`config.mk`:
```
export PLATFORM = sky130hd
export DESIGN_NAME = regulator_status_and_event_masks
export DESIGN_NICKNAME = d
export VERILOG_FILES = /design/src/regmask_pkg.sv /design/src/flag_if.sv /design/src/status_sampler.sv /design/src/event_flags.sv /design/src/regulator_status_and_event_masks.sv
export SDC_FILE = /design/constraint.sdc
export NUM_CORES = 1
export LEC_CHECK = 0
export BUFFER_PORTS_ARGS = -buffer_cell sky130_fd_sc_hd__buf_2
export CORE_ASPECT_RATIO = 0.75
export CORE_MARGIN = 4
export CORE_UTILIZATION = 55
export CTS_BUF_LIST = sky130_fd_sc_hd__clkbuf_2 sky130_fd_sc_hd__clkbuf_4 sky130_fd_sc_hd__clkbuf_8
export CTS_CLUSTER_SIZE = 8
export DETAILED_ROUTE_END_ITERATION = 10
export PLACE_DENSITY = 0.76
export SLEW_MARGIN = 40
export SYNTH_ARGS = -nofsm -noshare
export SYNTH_HDL_FRONTEND = slang
export SYNTH_SLANG_ARGS = --single-unit
```
`constraint.sdc`:
```
create_clock -name clk -period 1.9 [get_ports clk]
set_input_delay 0.095 -clock clk [delete_from_list [all_inputs] [get_ports clk]]
set_output_delay 0.095 -clock clk [all_outputs]
set_load 0.01 [all_outputs]
```
`src/regmask_pkg.sv`:
```
// Constants shared by the regulator status and event mask block
`default_nettype none
package regmask_pkg;
   // ********************************************************
   // Register offsets
   // ********************************************************
   localparam logic [7:0] ADDR_LINREG_STATUS = 8'h1f;
   localparam logic [7:0] ADDR_MASK_A        = 8'h20;
   localparam logic [7:0] ADDR_MASK_B        = 8'h21;
   localparam logic [7:0] ADDR_FLAGS_A       = 8'h1a;
   localparam logic [7:0] ADDR_FLAGS_B       = 8'h1b;

   // ********************************************************
   // Field positions
   // ********************************************************
   localparam int LR1_EN_BIT   = 7;
   localparam int LR1_PG_BIT   = 6;
   localparam int LR1_ILIM_BIT = 4;
   localparam int LR0_EN_BIT   = 3;
   localparam int LR0_PG_BIT   = 2;
   localparam int LR0_ILIM_BIT = 0;
   localparam int PG_PIN_BIT   = 7;
   localparam int SYNC_BIT     = 4;
   localparam int THERM_BIT    = 2;
   localparam int MEAS_BIT     = 0;
   localparam int REGRST_BIT   = 0;

   // ********************************************************
   // Values after reset
   // ********************************************************
   localparam logic [7:0] STATUS_RESET  = 8'h00;
   localparam logic [7:0] MASK_A_RESET  = 8'h90;
   localparam logic [7:0] MASK_B_RESET  = 8'h01;
   localparam logic [7:0] FLAGS_RESET   = 8'h00;
   localparam logic [7:0] UNMAPPED_DATA = 8'h00;
endpackage
`default_nettype wire

```
`src/flag_if.sv`:
```
// Interface carrying masks, clears and latched flags between modules
`default_nettype none
interface flag_if;
   logic [7:0] mask_a;
   logic [7:0] mask_b;
   logic [7:0] clr_a;
   logic [7:0] clr_b;
   logic [7:0] flags_a;
   logic [7:0] flags_b;

   modport ctl (output mask_a, mask_b, clr_a, clr_b,
                input  flags_a, flags_b);
   modport flg (input  mask_a, mask_b, clr_a, clr_b,
                output flags_a, flags_b);
endinterface
`default_nettype wire

```
`src/status_sampler.sv`:
```
// Registered copy of the raw linear regulator status bits
`default_nettype none
module status_sampler (
   input  wire logic       clk,
   input  wire logic       rstn,
   input  wire logic       ce,
   input  wire logic       lr1_en,
   input  wire logic       lr1_bad,
   input  wire logic       lr1_ilim,
   input  wire logic       lr0_en,
   input  wire logic       lr0_bad,
   input  wire logic       lr0_ilim,
   output var  logic [7:0] status_r
);
   logic [7:0] status_nxt;

   // Raw tracking, nothing latched; reserved bits 5 and 1 stay zero
   always_comb begin
      status_nxt = 8'h00;
      status_nxt[regmask_pkg::LR1_EN_BIT]   = lr1_en;
      status_nxt[regmask_pkg::LR1_PG_BIT]   = lr1_bad;
      status_nxt[regmask_pkg::LR1_ILIM_BIT] = lr1_ilim;
      status_nxt[regmask_pkg::LR0_EN_BIT]   = lr0_en;
      status_nxt[regmask_pkg::LR0_PG_BIT]   = lr0_bad;
      status_nxt[regmask_pkg::LR0_ILIM_BIT] = lr0_ilim;
   end

   // One sample per enabled cycle
   always_ff @(posedge clk or negedge rstn) begin
      if (!rstn) begin
         status_r <= regmask_pkg::STATUS_RESET;
      end else if (ce) begin
         status_r <= status_nxt;
      end
   end
endmodule
`default_nettype wire

```
`src/event_flags.sv`:
```
// Latched interrupt flags with write-one-to-clear and mask gating
`default_nettype none
module event_flags (
   input  wire logic clk,
   input  wire logic rstn,
   input  wire logic ce,
   input  wire logic ev_pg,
   input  wire logic ev_sync,
   input  wire logic ev_therm,
   input  wire logic ev_meas,
   input  wire logic ev_regrst,
   flag_if.flg       fl
);
   logic [7:0] ev_a;
   logic [7:0] ev_b;
   logic [7:0] flags_a_r;
   logic [7:0] flags_b_r;
   logic [7:0] flags_a_nxt;
   logic [7:0] flags_b_nxt;

   // Place each event at its flag position
   always_comb begin
      ev_a = 8'h00;
      ev_b = 8'h00;
      ev_a[regmask_pkg::PG_PIN_BIT] = ev_pg;
      ev_a[regmask_pkg::SYNC_BIT]   = ev_sync;
      ev_a[regmask_pkg::THERM_BIT]  = ev_therm;
      ev_a[regmask_pkg::MEAS_BIT]   = ev_meas;
      ev_b[regmask_pkg::REGRST_BIT] = ev_regrst;
   end

   // Mask stops only the setting of a flag; set beats a same-cycle clear
   assign flags_a_nxt = (flags_a_r & ~fl.clr_a) | (ev_a & ~fl.mask_a);
   assign flags_b_nxt = (flags_b_r & ~fl.clr_b) | (ev_b & ~fl.mask_b);
   assign fl.flags_a  = flags_a_r;
   assign fl.flags_b  = flags_b_r;

   always_ff @(posedge clk or negedge rstn) begin
      if (!rstn) begin
         flags_a_r <= regmask_pkg::FLAGS_RESET;
         flags_b_r <= regmask_pkg::FLAGS_RESET;
      end else if (ce) begin
         flags_a_r <= flags_a_nxt;
         flags_b_r <= flags_b_nxt;
      end
   end
endmodule
`default_nettype wire

```
`src/regulator_status_and_event_masks.sv`:
```
// Linear regulator status, top event masks and interrupt output
//
// Summary of operation
// - Status bit 7 and bit 3 read 1 while regulator one or zero is enabled.
// - Bits 6 and 2 show raw voltage validity, 1 when invalid, unlatched.
// - Bits 4 and 0 show raw current limiting, 1 while the limit is active.
// - The status register is read-only, reads 0 after reset, bits 5,1 are 0.
// - Power-good pin mask at bit 7 of mask A resets to 1; 1 suppresses.
// - Clock-detection mask at bit 4 resets to 1; 1 suppresses its flag.
// - Thermal warning mask at bit 2 resets to 0; writing 1 suppresses.
// - Measurement-ready mask at bit 0 of mask A resets to 0; 1 suppresses.
// - Masks gate flag setting and irq; raw status bits keep tracking.
// - Register-reset mask bit 0 of mask B resets to 1 and reloads from OTP.
// - Reserved mask bits reset to 0 and are not meant for software.
// - Flags latch on their event; writing 1 clears, writing 0 keeps.
`default_nettype none
module regulator_status_and_event_masks (
   input  wire logic       clk,
   input  wire logic       rstn,
   input  wire logic       ce,
   input  wire logic [7:0] reg_addr,
   input  wire logic [7:0] reg_wdata,
   input  wire logic       reg_wr,
   input  wire logic       reg_rd,
   output var  logic [7:0] reg_rdata,
   output var  logic       irq,
   input  wire logic       linreg1_enabled,
   input  wire logic       linreg0_enabled,
   input  wire logic       linreg1_voltage_invalid,
   input  wire logic       linreg0_voltage_invalid,
   input  wire logic       linreg1_current_limited,
   input  wire logic       linreg0_current_limited,
   input  wire logic       powergood_pin_event,
   input  wire logic       sync_clk_event,
   input  wire logic       thermal_warn_event,
   input  wire logic       load_meas_event,
   input  wire logic       reg_reset_req,
   input  wire logic       otp_regrst_mask
);
   // ********************************************************
   // Declarations
   // ********************************************************
   flag_if fl ();

   logic [7:0] linear_reg_status;
   logic [7:0] top_event_mask_a_r;
   logic [7:0] top_event_mask_b_r;
   logic [7:0] mask_a_nxt;
   logic [7:0] mask_b_nxt;
   logic       otp_loaded_r;
   logic [7:0] rdata_r;
   logic [7:0] rdata_nxt;
   logic       irq_r;
   logic       irq_nxt;
   logic       sel_status;
   logic       sel_mask_a;
   logic       sel_mask_b;
   logic       sel_flags_a;
   logic       sel_flags_b;
   logic       reload;

   // Flags that are set and not currently masked
   function automatic logic live(input logic [7:0] flags,
                                 input logic [7:0] mask);
      live = |(flags & ~mask);
   endfunction

   // ********************************************************
   // Raw status and latched flags
   // ********************************************************
   // raw status sampled, never masked
   status_sampler u_status (
      .clk      (clk),
      .rstn     (rstn),
      .ce       (ce),
      .lr1_en   (linreg1_enabled),
      .lr1_bad  (linreg1_voltage_invalid),
      .lr1_ilim (linreg1_current_limited),
      .lr0_en   (linreg0_enabled),
      .lr0_bad  (linreg0_voltage_invalid),
      .lr0_ilim (linreg0_current_limited),
      .status_r (linear_reg_status)
   );

   event_flags u_flags (
      .clk       (clk),
      .rstn      (rstn),
      .ce        (ce),
      .ev_pg     (powergood_pin_event),
      .ev_sync   (sync_clk_event),
      .ev_therm  (thermal_warn_event),
      .ev_meas   (load_meas_event),
      .ev_regrst (reg_reset_req),
      .fl        (fl.flg)
   );

   // ********************************************************
   // Address decode
   // ********************************************************
   assign sel_status  = (reg_addr == regmask_pkg::ADDR_LINREG_STATUS);
   assign sel_mask_a  = (reg_addr == regmask_pkg::ADDR_MASK_A);
   assign sel_mask_b  = (reg_addr == regmask_pkg::ADDR_MASK_B);
   assign sel_flags_a = (reg_addr == regmask_pkg::ADDR_FLAGS_A);
   assign sel_flags_b = (reg_addr == regmask_pkg::ADDR_FLAGS_B);

   // write-one-to-clear strobes, zero bits leave flags alone
   assign fl.clr_a = (reg_wr && sel_flags_a) ? reg_wdata : 8'h00;
   assign fl.clr_b = (reg_wr && sel_flags_b) ? reg_wdata : 8'h00;
   assign fl.mask_a = top_event_mask_a_r;
   assign fl.mask_b = top_event_mask_b_r;

   // ********************************************************
   // Mask registers
   // ********************************************************
   // Reload on the first cycle after release and on a register reset
   assign reload = !otp_loaded_r || reg_reset_req;

   // defaults on register reset, else host write
   assign mask_a_nxt = reg_reset_req ? regmask_pkg::MASK_A_RESET :
                       (reg_wr && sel_mask_a) ? reg_wdata :
                       top_event_mask_a_r;

   // OTP copy overrides host writes whenever a reset reload runs
   always_comb begin
      mask_b_nxt = top_event_mask_b_r;
      if (reload) begin
         mask_b_nxt = regmask_pkg::MASK_B_RESET;
         mask_b_nxt[regmask_pkg::REGRST_BIT] = otp_regrst_mask;
      end else if (reg_wr && sel_mask_b) begin
         mask_b_nxt = reg_wdata;
      end
   end

   // Asynchronous reset loads constants; OTP level caught after release
   always_ff @(posedge clk or negedge rstn) begin
      if (!rstn) begin
         top_event_mask_a_r <= regmask_pkg::MASK_A_RESET;
         top_event_mask_b_r <= regmask_pkg::MASK_B_RESET;
         otp_loaded_r       <= 1'b0;
      end else if (ce) begin
         top_event_mask_a_r <= mask_a_nxt;
         top_event_mask_b_r <= mask_b_nxt;
         otp_loaded_r       <= 1'b1;
      end
   end

   // ********************************************************
   // Read path
   // ********************************************************
   // status is read-only; unmapped offsets read zero
   assign rdata_nxt = sel_status  ? linear_reg_status :
                      sel_mask_a  ? top_event_mask_a_r :
                      sel_mask_b  ? top_event_mask_b_r :
                      sel_flags_a ? fl.flags_a :
                      sel_flags_b ? fl.flags_b :
                      regmask_pkg::UNMAPPED_DATA;

   // Read data holds until the next read so the engine may shift it out
   always_ff @(posedge clk or negedge rstn) begin
      if (!rstn) begin
         rdata_r <= regmask_pkg::UNMAPPED_DATA;
      end else if (ce && reg_rd) begin
         rdata_r <= rdata_nxt;
      end
   end

   // ********************************************************
   // Interrupt output
   // ********************************************************
   // any latched flag not currently masked
   assign irq_nxt = live(fl.flags_a, top_event_mask_a_r) ||
                    live(fl.flags_b, top_event_mask_b_r);

   // Registered so the pin never glitches on decode changes
   always_ff @(posedge clk or negedge rstn) begin
      if (!rstn) begin
         irq_r <= 1'b0;
      end else if (ce) begin
         irq_r <= irq_nxt;
      end
   end

   assign reg_rdata = rdata_r;
   assign irq       = irq_r;
endmodule
`default_nettype wire

```
# Word level (Yosys, flattened, before mapping)
# Index checks and enable logic that the tools add are counted.
[word_totals]
mem_count = 0
reg_bits = 48
ram_bits = 0
output_inout_bits = 9
latch_bits = 0
mem_bits_ro = 0
in_bits = 33
[op_classes]
n_eq_ne = 5
n_shift = 0
n_lt_le_gt_ge = 0
multipliers = 0
reduce_logical = 14
bitwise = 12
div_mod_pow = 0
muxes = 11
add_sub_neg = 0
[ops]
columns = ["operator", "n"]
rows = [
  ["8-bit two-way mux", 11],
  ["8-bit AND", 5],
  ["8-bit NOT", 4],
  ["8-bit by 5-bit == test with 1-bit output, second input constant", 3],
  ["8-bit by 6-bit == test with 1-bit output, second input constant", 2],
  ["8-bit OR", 2],
  ["8-bit OR reduction", 2],
  ["1-bit by 8-bit AND with 8-bit output", 1],
  ["1-bit logical AND", 5],
  ["2-bit AND reduction", 2],
  ["2-bit nonzero test", 2],
  ["1-bit logical OR", 2],
  ["1-bit logical NOT", 1],
]

# Longest topological paths before layout
# Gate-level depths: netlist of run 1.
[depth]
ltp_word = 6
mapped_depth = 5
ltp_nobuf = 4

# Hierarchy
# Synthesis of run 1 repeated with hierarchy kept, for this count alone.
[hier_totals]
cells_unflattened = 245
hier_area_um2 = 2537.4
[modules_own_cells]
columns = ["mod", "n_inst", "area_per_inst_um2", "seq_area_each_um2", "cells_per_inst"]
rows = [
  ["regulator_status_and_event_masks", 1, 1681.6, 654.4, 185],
  ["event_flags", 1, 585.6, 400.4, 44],
  ["status_sampler", 1, 270.3, 150.1, 16],
]

# Least setup slack after synthesis of run 1
# OpenSTA, ideal clock, no wires.
[synth_timing]
kind = "input -> register"
from = "in reg_addr[1]"
to = "reg top_event_mask_a_r[0] (netlist: fl.mask_a[0])"
cell_stages = 4
t_arrival_ns = 1.515
path_slack_ns = 0.319
path_cell_list = "or4b_4 -> or4_4 -> nor3_4 -> a22o_1"
[synth_between]
elab_chain_len = 4
[synth_rtl]
columns = ["item", "line", "source"]
rows = [
  ["start, declared", "regulator_status_and_event_masks.sv:21", "input wire logic [7:0] reg_addr,"],
  ["8-bit by 6-bit == test with 1-bit output", "regulator_status_and_event_masks.sv:101", "assign sel_mask_a = (reg_addr == regmask_pkg::ADDR_MASK_A);"],
  ["1-bit logical AND", "regulator_status_and_event_masks.sv:120", "(reg_wr && sel_mask_a) ? reg_wdata :"],
  ["2-bit nonzero test (no source line)", "n/a", ""],
  ["2-bit AND reduction (no source line)", "n/a", ""],
  ["end signal, assigned", "regulator_status_and_event_masks.sv:137", "top_event_mask_a_r <= regmask_pkg::MASK_A_RESET;"],
  ["end signal, assigned", "regulator_status_and_event_masks.sv:141", "top_event_mask_a_r <= mask_a_nxt;"],
  ["end, declared", "regulator_status_and_event_masks.sv:46", "logic [7:0] top_event_mask_a_r;"],
]
# Every way passes these cells.
# A chain may end at the register's enable or synchronous reset.

# Final worst setup path of run 1
[layout_timing]
from = "in reg_addr[1]"
to = "reg top_event_mask_a_r[3] (netlist: fl.mask_a[3])"
# The elaborated chain is that of the path after synthesis.

==> results by group, run 1 <==
Clocking
  • Clock tree buffer depth: 2
  • Worst-Skew Late Latency: between 0.3 and 0.4 ns
  • Clock buffer count from CTS: 5
  • Cts repair resizes: 0
  • CTS Sinks: 48
  • Clk root buf: clkbuf_8
  • CTS tree: built
  • H-tree levels: 2
  • Worst-path clk slew: roughly 0.090 ns

Worst setup path
  • CP Launch Type: primary input
  • Critical-path top delay cell: or4b_4
  • CP top delay family: simple AND/OR/NAND/NOR gates
  • Flop2flop setup slack: 0.53 ns
  • Crit-path max FO: 6
  • CP arrival: between 1.5 and 2 ns
  • Max incr delay on CP: a little under 0.6 ns
  • CP Data Required Time: between 2 and 2.5 ns
  • Buf+Inv Stages, Crit Path: 1
  • Worst Setup Path Type: primary input to flip-flop
  • Worst setup EP type: flip-flop
  • Critical path cell sequence: buf_2 > or4b_4 > or4_4 > nor3_4 > a22o_1

STA
  • Final period utilization: 76.6%
  • Min cycle time layout: 1.45 ns
  • Slack of the critical path: between 0.4 and 0.5 ns
  • Final setup violation count: 0
  • Slew HR: a little under three fifths
  • Fin Hold WS: 0.00940 ns
  • Fmax: 687 MHz
  • Final Max Tran Viols: 0
  • Clock Skews: 0.0115 ns
  • RSZ-0062 raised after global routing: no
  • Hold Vio Cnt, Final: 0
  • Slew of the pin with the lowest slew margin: 0.644 ns
  • Setup TNS: 0 ns

Die
  • Initial Util: 56.8%
  • Core area: a little over 0.004 sq mm
  • # IOs: 42
  • Die area: ~0.0053 sq mm
  • FP Rows: 20
  • Die width: 82.5 um
  • Die H: 63.9 um

Power
  • P_leak: 1.21 nW
  • Pwr dens: 772 mW/mm^2
  • Worst vdd ir: 0.699 mV
  • Pwr Total: 2.11 mW

Global route
  • Vias in the first global route: 1809
  • Grt total ovfl: 0
  • Largest net degree at the start of global routing: 49
  • Total track usage: a little under a quarter
  • First-pass GRT wire length: ~9.0 mm
  • Initial antenna violation count: 0

Synth
  • Async S/R FF share, synth: 100%
  • Post-synth top area cell: dfrtp_1
  • Synth cell count leaders: 45 x dfrtp_1, 18 x nand2_1, 14 x a22o_1, 14 x nand2b_1
  • Seq/Total Area, Yosys: 52.7%
  • Synthesized area per cell: 10.6 sq um
  • Netlist cell types: 36
  • Top_reg_cell synth: dfrtp_1
  • Top-area cell type share of the netlist area: between 40% and 50%
  • Flops & latches, synth: 48
  • Cell area after synthesis: 0.00229 sq mm
  • Synth warnings: 0
  • Post-Syn Nets: 248
  • Cells after Synth: 215
  • Post-synth EDFFs: 0
  • Most common cell in the netlist: dfrtp_1
  • Dominant cells by area after synthesis: dfrtp_1 49%, mux2_2 5.9%, a22o_1 5.4%

Route
  • Post-route ant nets: 0
  • WL per Instance: roughly 17 um
  • DRT iter0 DRCs: 122
  • Total wire length: 5.48 mm
  • Drt first pass iters: 4
  • Vias/cell: 5.82
  • Via count: approximately 1900
  • Residual DRC: 0

Placement
  • Port bufs: slightly above 40
  • RePlAce Congestion: 0.859
  • Dpl ws: 0.125 ns
  • HPWL after DPL: 3.97 mm
  • Placed instance area: 0.00259 sq mm
  • Placed cell count: 313

Finish
  • Fin util: between 60% and 70%
  • Ant diodes: 0
  • Layout cells sized above 1: between 20 and 30%
  • Final #Nets: 299
  • Fillers: about 330
  • Post-layout instance area: 0.00273 sq mm
  • Fin cells: 322
  • Syn-to-layout area delta: 19.4%

Worst hold path
  • HP Class: primary input to flip-flop

Run status
  • Status: finished clean

Flow run
  • Max cap viols: 0
worst reg2reg max path: cells and delay by family (launching register included):
family                 cells  cell delay (ns)
AO/OA/AOI/OAI              3             0.66
flip-flops                 1             0.52
buffers and inverters      1             0.07
state kept, by name (all words and copies together), names as in the netlist:
name                cells
u_status.status_r       6
fl.mask_b               8
u_flags.fl.flags_b      8
otp_loaded_r            1
u_flags.fl.flags_a      8
fl.mask_a               8
irq                     1
reg_rdata               8
cell families (layout without fill, tap and decap cells):
family                 Yosys count  count (layout)  synth area share (%)
AO/OA/AOI/OAI                   74              74                  22.7
AND/OR/NAND/NOR                 66              66                  16.2
flip-flops                      48              48                  52.7
buffers and inverters           15              67                  2.52
multiplexers                    12              12                  5.90
metal layers:
metal | wire (um) | share of wire, % | up-vias | GRT usage (%)
met3 | 510 | 9.3 | 8 | 6.48
met2 | 2340 | 43 | 69 | 33.5
met5 | 0 | 0 | - | 0
met4 | 74 | 1.3 | 0 | 8.51
met1 | 2560 | 47 | 893 | 33.2
li1 | - | - | 905 | -
placed cells by master, fill, tap and decap left out, types with 2 or more instances in the layout:
cell	Yosys	final
nor2_1	11	11
dfrtp_1	45	45
a21boi_0	8	8
or3_1	2	2
o2bb2ai_1	3	3
a22o_1	14	14
o2111ai_1	2	2
mux2_2	12	12
a32o_1	2	2
buf_4	0	7
a21oi_1	11	11
nor4_2	2	2
a22oi_1	8	8
nor3_1	4	4
buf_2	1	41
nor2b_1	3	3
nand2b_1	14	14
dfstp_2	3	3
o21ai_0	12	12
nor4_1	5	5
inv_1	10	10
o21ai_1	2	2
nand2_1	18	18
clkbuf_8	0	7
o22ai_1	7	7
a2111oi_0	2	2
cell type report:
type	instances	area (sq um)	area share, %
clock inverters	1	30.0	1.10
flip-flops and latches	48	1200	44.1
multi-input cells	152	1030	37.6
well taps	55	68.8	2.52
clock buffers	7	96.3	3.53
repair buffers	49	268	9.80
inverters	10	37.5	1.37
worst paths after layout:
check | startpoint | endpoint | cells after the start
max | reg_addr[1] | fl.mask_a[3] | 5
min | linreg1_voltage_invalid | u_status.status_r[6] | 2
max reg2reg | fl.mask_b[0] | irq | 4
min reg2reg | otp_loaded_r | otp_loaded_r | 1
max in group asynchronous | rstn | u_flags.fl.flags_a[0] | 3
min in group asynchronous | rstn | u_status.status_r[6] | 3
timing repair:
item	CTS	global route
hold endpoints to repair	45	0
buffers inserted	0	0
setup endpoints to repair	0	0
hold buffers	1	0
report_power, final:
group | switching (mW) | internal [mW]
clock network | 0.330 | 0.464
logic | 0.129 | 0.0932
registers | 0.0260 | 1.07
total | 0.485 | 1.62
No activity file was read; power rests on OpenSTA's default activity.
==> inputs of run 2 (changes only) <==
Clock period 1.9 ns to 1.4 ns, I/O delays scaled along.
==> results by group, run 2 (synthesis gave the netlist of run 1 again) <==
Run status
  • Status: finished, violations left
  • Failing checks: negative setup slack

Power
  • Worst vdd ir: 0.682 mV
  • Reg power frac: 51.7%
  • P_leak: roughly 1.3 nW
  • Clk network pwr share: 34.9%
  • P_sw: 0.681 mW
  • Int Pwr: between 2 and 2.5 mW
  • Pwr dens: 962 mW/mm^2
  • Logic pwr share: 13.4%
  • Switching Share: 23.8%

Worst setup path
  • Crit-path max FO: 6
  • CP arrival: 1.68 ns
  • Worst setup EP type: flip-flop
  • R2R cell count: 4
  • Max incr delay on CP: 0.58 ns
  • CP Launch Type: primary input
  • Critical-path top delay cell: or4b_4
  • Worst Setup Path Type: primary input to flip-flop
  • Critical path cell sequence: buf_6 > or4b_4 > or4_4 > nor3_4 > a22o_1
  • CP Data Required Time: 1.65 ns

STA
  • Final period utilization: 102%
  • Clock Skews: 0.00834 ns
  • Final Max Tran Viols: 0
  • Slew HR: 69.7%
  • Slack of the critical path: -0.0310 ns
  • RSZ-0062 raised after global routing: yes
  • Hold Vio Cnt, Final: 0
  • Slew of the pin with the lowest slew margin: 0.452 ns
  • Final setup violation count: 6
  • Min cycle time layout: ~1.4 ns
  • Fmax: 699 MHz

Route
  • Total wire length: 6.01 mm
  • Metal-1 WL: 2.76 mm
  • Met2 routed WL: 2.62 mm
  • Residual DRC: 0
  • Post-route ant nets: 0
  • WL met3: 520 um
  • WL per Instance: 17.2 um
  • DRT iter0 DRCs: 172
  • Vias/cell: between 5 and 6
  • Drt first pass iters: 5
  • Highest Signal Layer: met4
  • Via count: 2038

Finish
  • Most frequent cells in the layout: 45 x dfrtp_1, 40 x buf_2, 24 x buf_4
  • Post-layout instance area: 0.00297 sq mm
  • Final #Nets: between 300 and 400
  • Fin cells: 349
  • Fillers: approximately 300
  • Ant diodes: 0
  • Syn-to-layout area delta: 29.9%
  • Commonest non-fill, non-tap cell in the layout: dfrtp_1
  • Layout cells sized above 1: 33.0%

Clocking
  • Clock buffer count from CTS: 5
  • Post CTS Setup Buffer Count: 0
  • Clock tree buffer depth: 2
  • Clk root buf: clkbuf_8
  • Worst-path clk slew: about 0.09 ns
  • H-tree levels: 2
  • CTS tree: built
  • CTS Sinks: 48
  • Worst-Skew Late Latency: 0.30 ns

Global route
  • Total track usage: 25.5%
  • Grt total ovfl: 0
  • Largest net degree at the start of global routing: 21
  • Vias in the first global route: 2022
  • Initial antenna violation count: 0
  • First-pass GRT wire length: about 10 mm

Worst hold path
  • Hold depth: 2
  • HP Class: primary input to flip-flop

Flow run
  • Max cap viols: 0

Die
  • Die H: 63.9 um
  • Die width: 82.5 um
  • Die area: 0.00527 sq mm
  • FP Rows: 20
  • Initial Util: between 50% and 60%
  • # IOs: 42
  • Core area: 0.00403 sq mm

Placement
  • Port bufs: 41
  • Placed cell count: 331
  • Placed instance area: around 0.0027 sq mm
  • RePlAce Congestion: ~0.84
  • HPWL after DPL: 4.51 mm
[run 2: area by class of cell]
cell class	count	area (sq um)	share of cell area (%)
sequential	48	1200	40.5
multi-input combinational	152	1040	34.9
inverter	10	37.5	1.26
clock buffer	6	76.3	2.57
tap	55	68.8	2.32
timing repair buffer	76	512	17.2
clock inverter	2	35.0	1.18
[run 2: power by group through the flow]
stage	Sequential (mW)	Clock [mW]	Combinational (mW)
after floorplan	1.51	0	0.146
after global placement	1.50	0	0.344
after detailed placement	1.51	0	0.354
after CTS	1.48	1.02	0.379
after global routing	1.49	1.08	0.424
final	1.48	0.999	0.382
[run 2: metrics by stage]
step	utilization [%]	setup slack, ns	hold WS, ns	power [mW]	TNS, ns
floorplan	-	-0.156	-0.226	1.66	-1.31
global placement	68.2	-0.327	0.0306	1.85	-4.46
detailed placement	68.2	-0.355	0.0355	1.86	-5.23
CTS	73.6	-0.0195	0.00307	2.87	-0.0708
global route	73.8	-0.0538	0.000317	2.99	-0.266
finish	73.8	-0.0310	0.00398	2.86	-0.132
[run 2: layer usage]
layer  GRT usage [%]  vias up
li1                -      954
met4            9.54        0
met2            36.8       84
met3            6.20       12
met1            37.1      988
met5               0        -
[run 2: worst paths after layout]
| check | slack, ns | start | to |
|---|---|---|---|
| worst max-delay path | -0.03 | reg_addr[1] | fl.mask_a[5] |
| worst min-delay path | 0.004 | linreg1_current_limited | u_status.status_r[4] |
| max in group asynchronous | 0.54 | rstn | fl.mask_a[4] |
| min in group asynchronous | 0.23 | rstn | u_status.status_r[7] |
| worst min register to register | 0.48 | otp_loaded_r | otp_loaded_r |
| worst max register to register | 0.10 | fl.mask_b[0] | irq |
[run 2: worst max-delay path: cells and delay by family]
kind | cells | cell delay [ns]
AOI/OAI and AO/OA | 1 | 0.17
buffers and inverters | 1 | 0.09
and+or+nand+nor | 3 | 1.34
[run 2: timing repair]
item,4_1_cts,5_1_grt
resized for setup,1,2
cloned,0,0
endpoints found under the setup margin,6,8
pin swaps,2,1
hold buffers,10,0
endpoints found under the hold margin,26,0
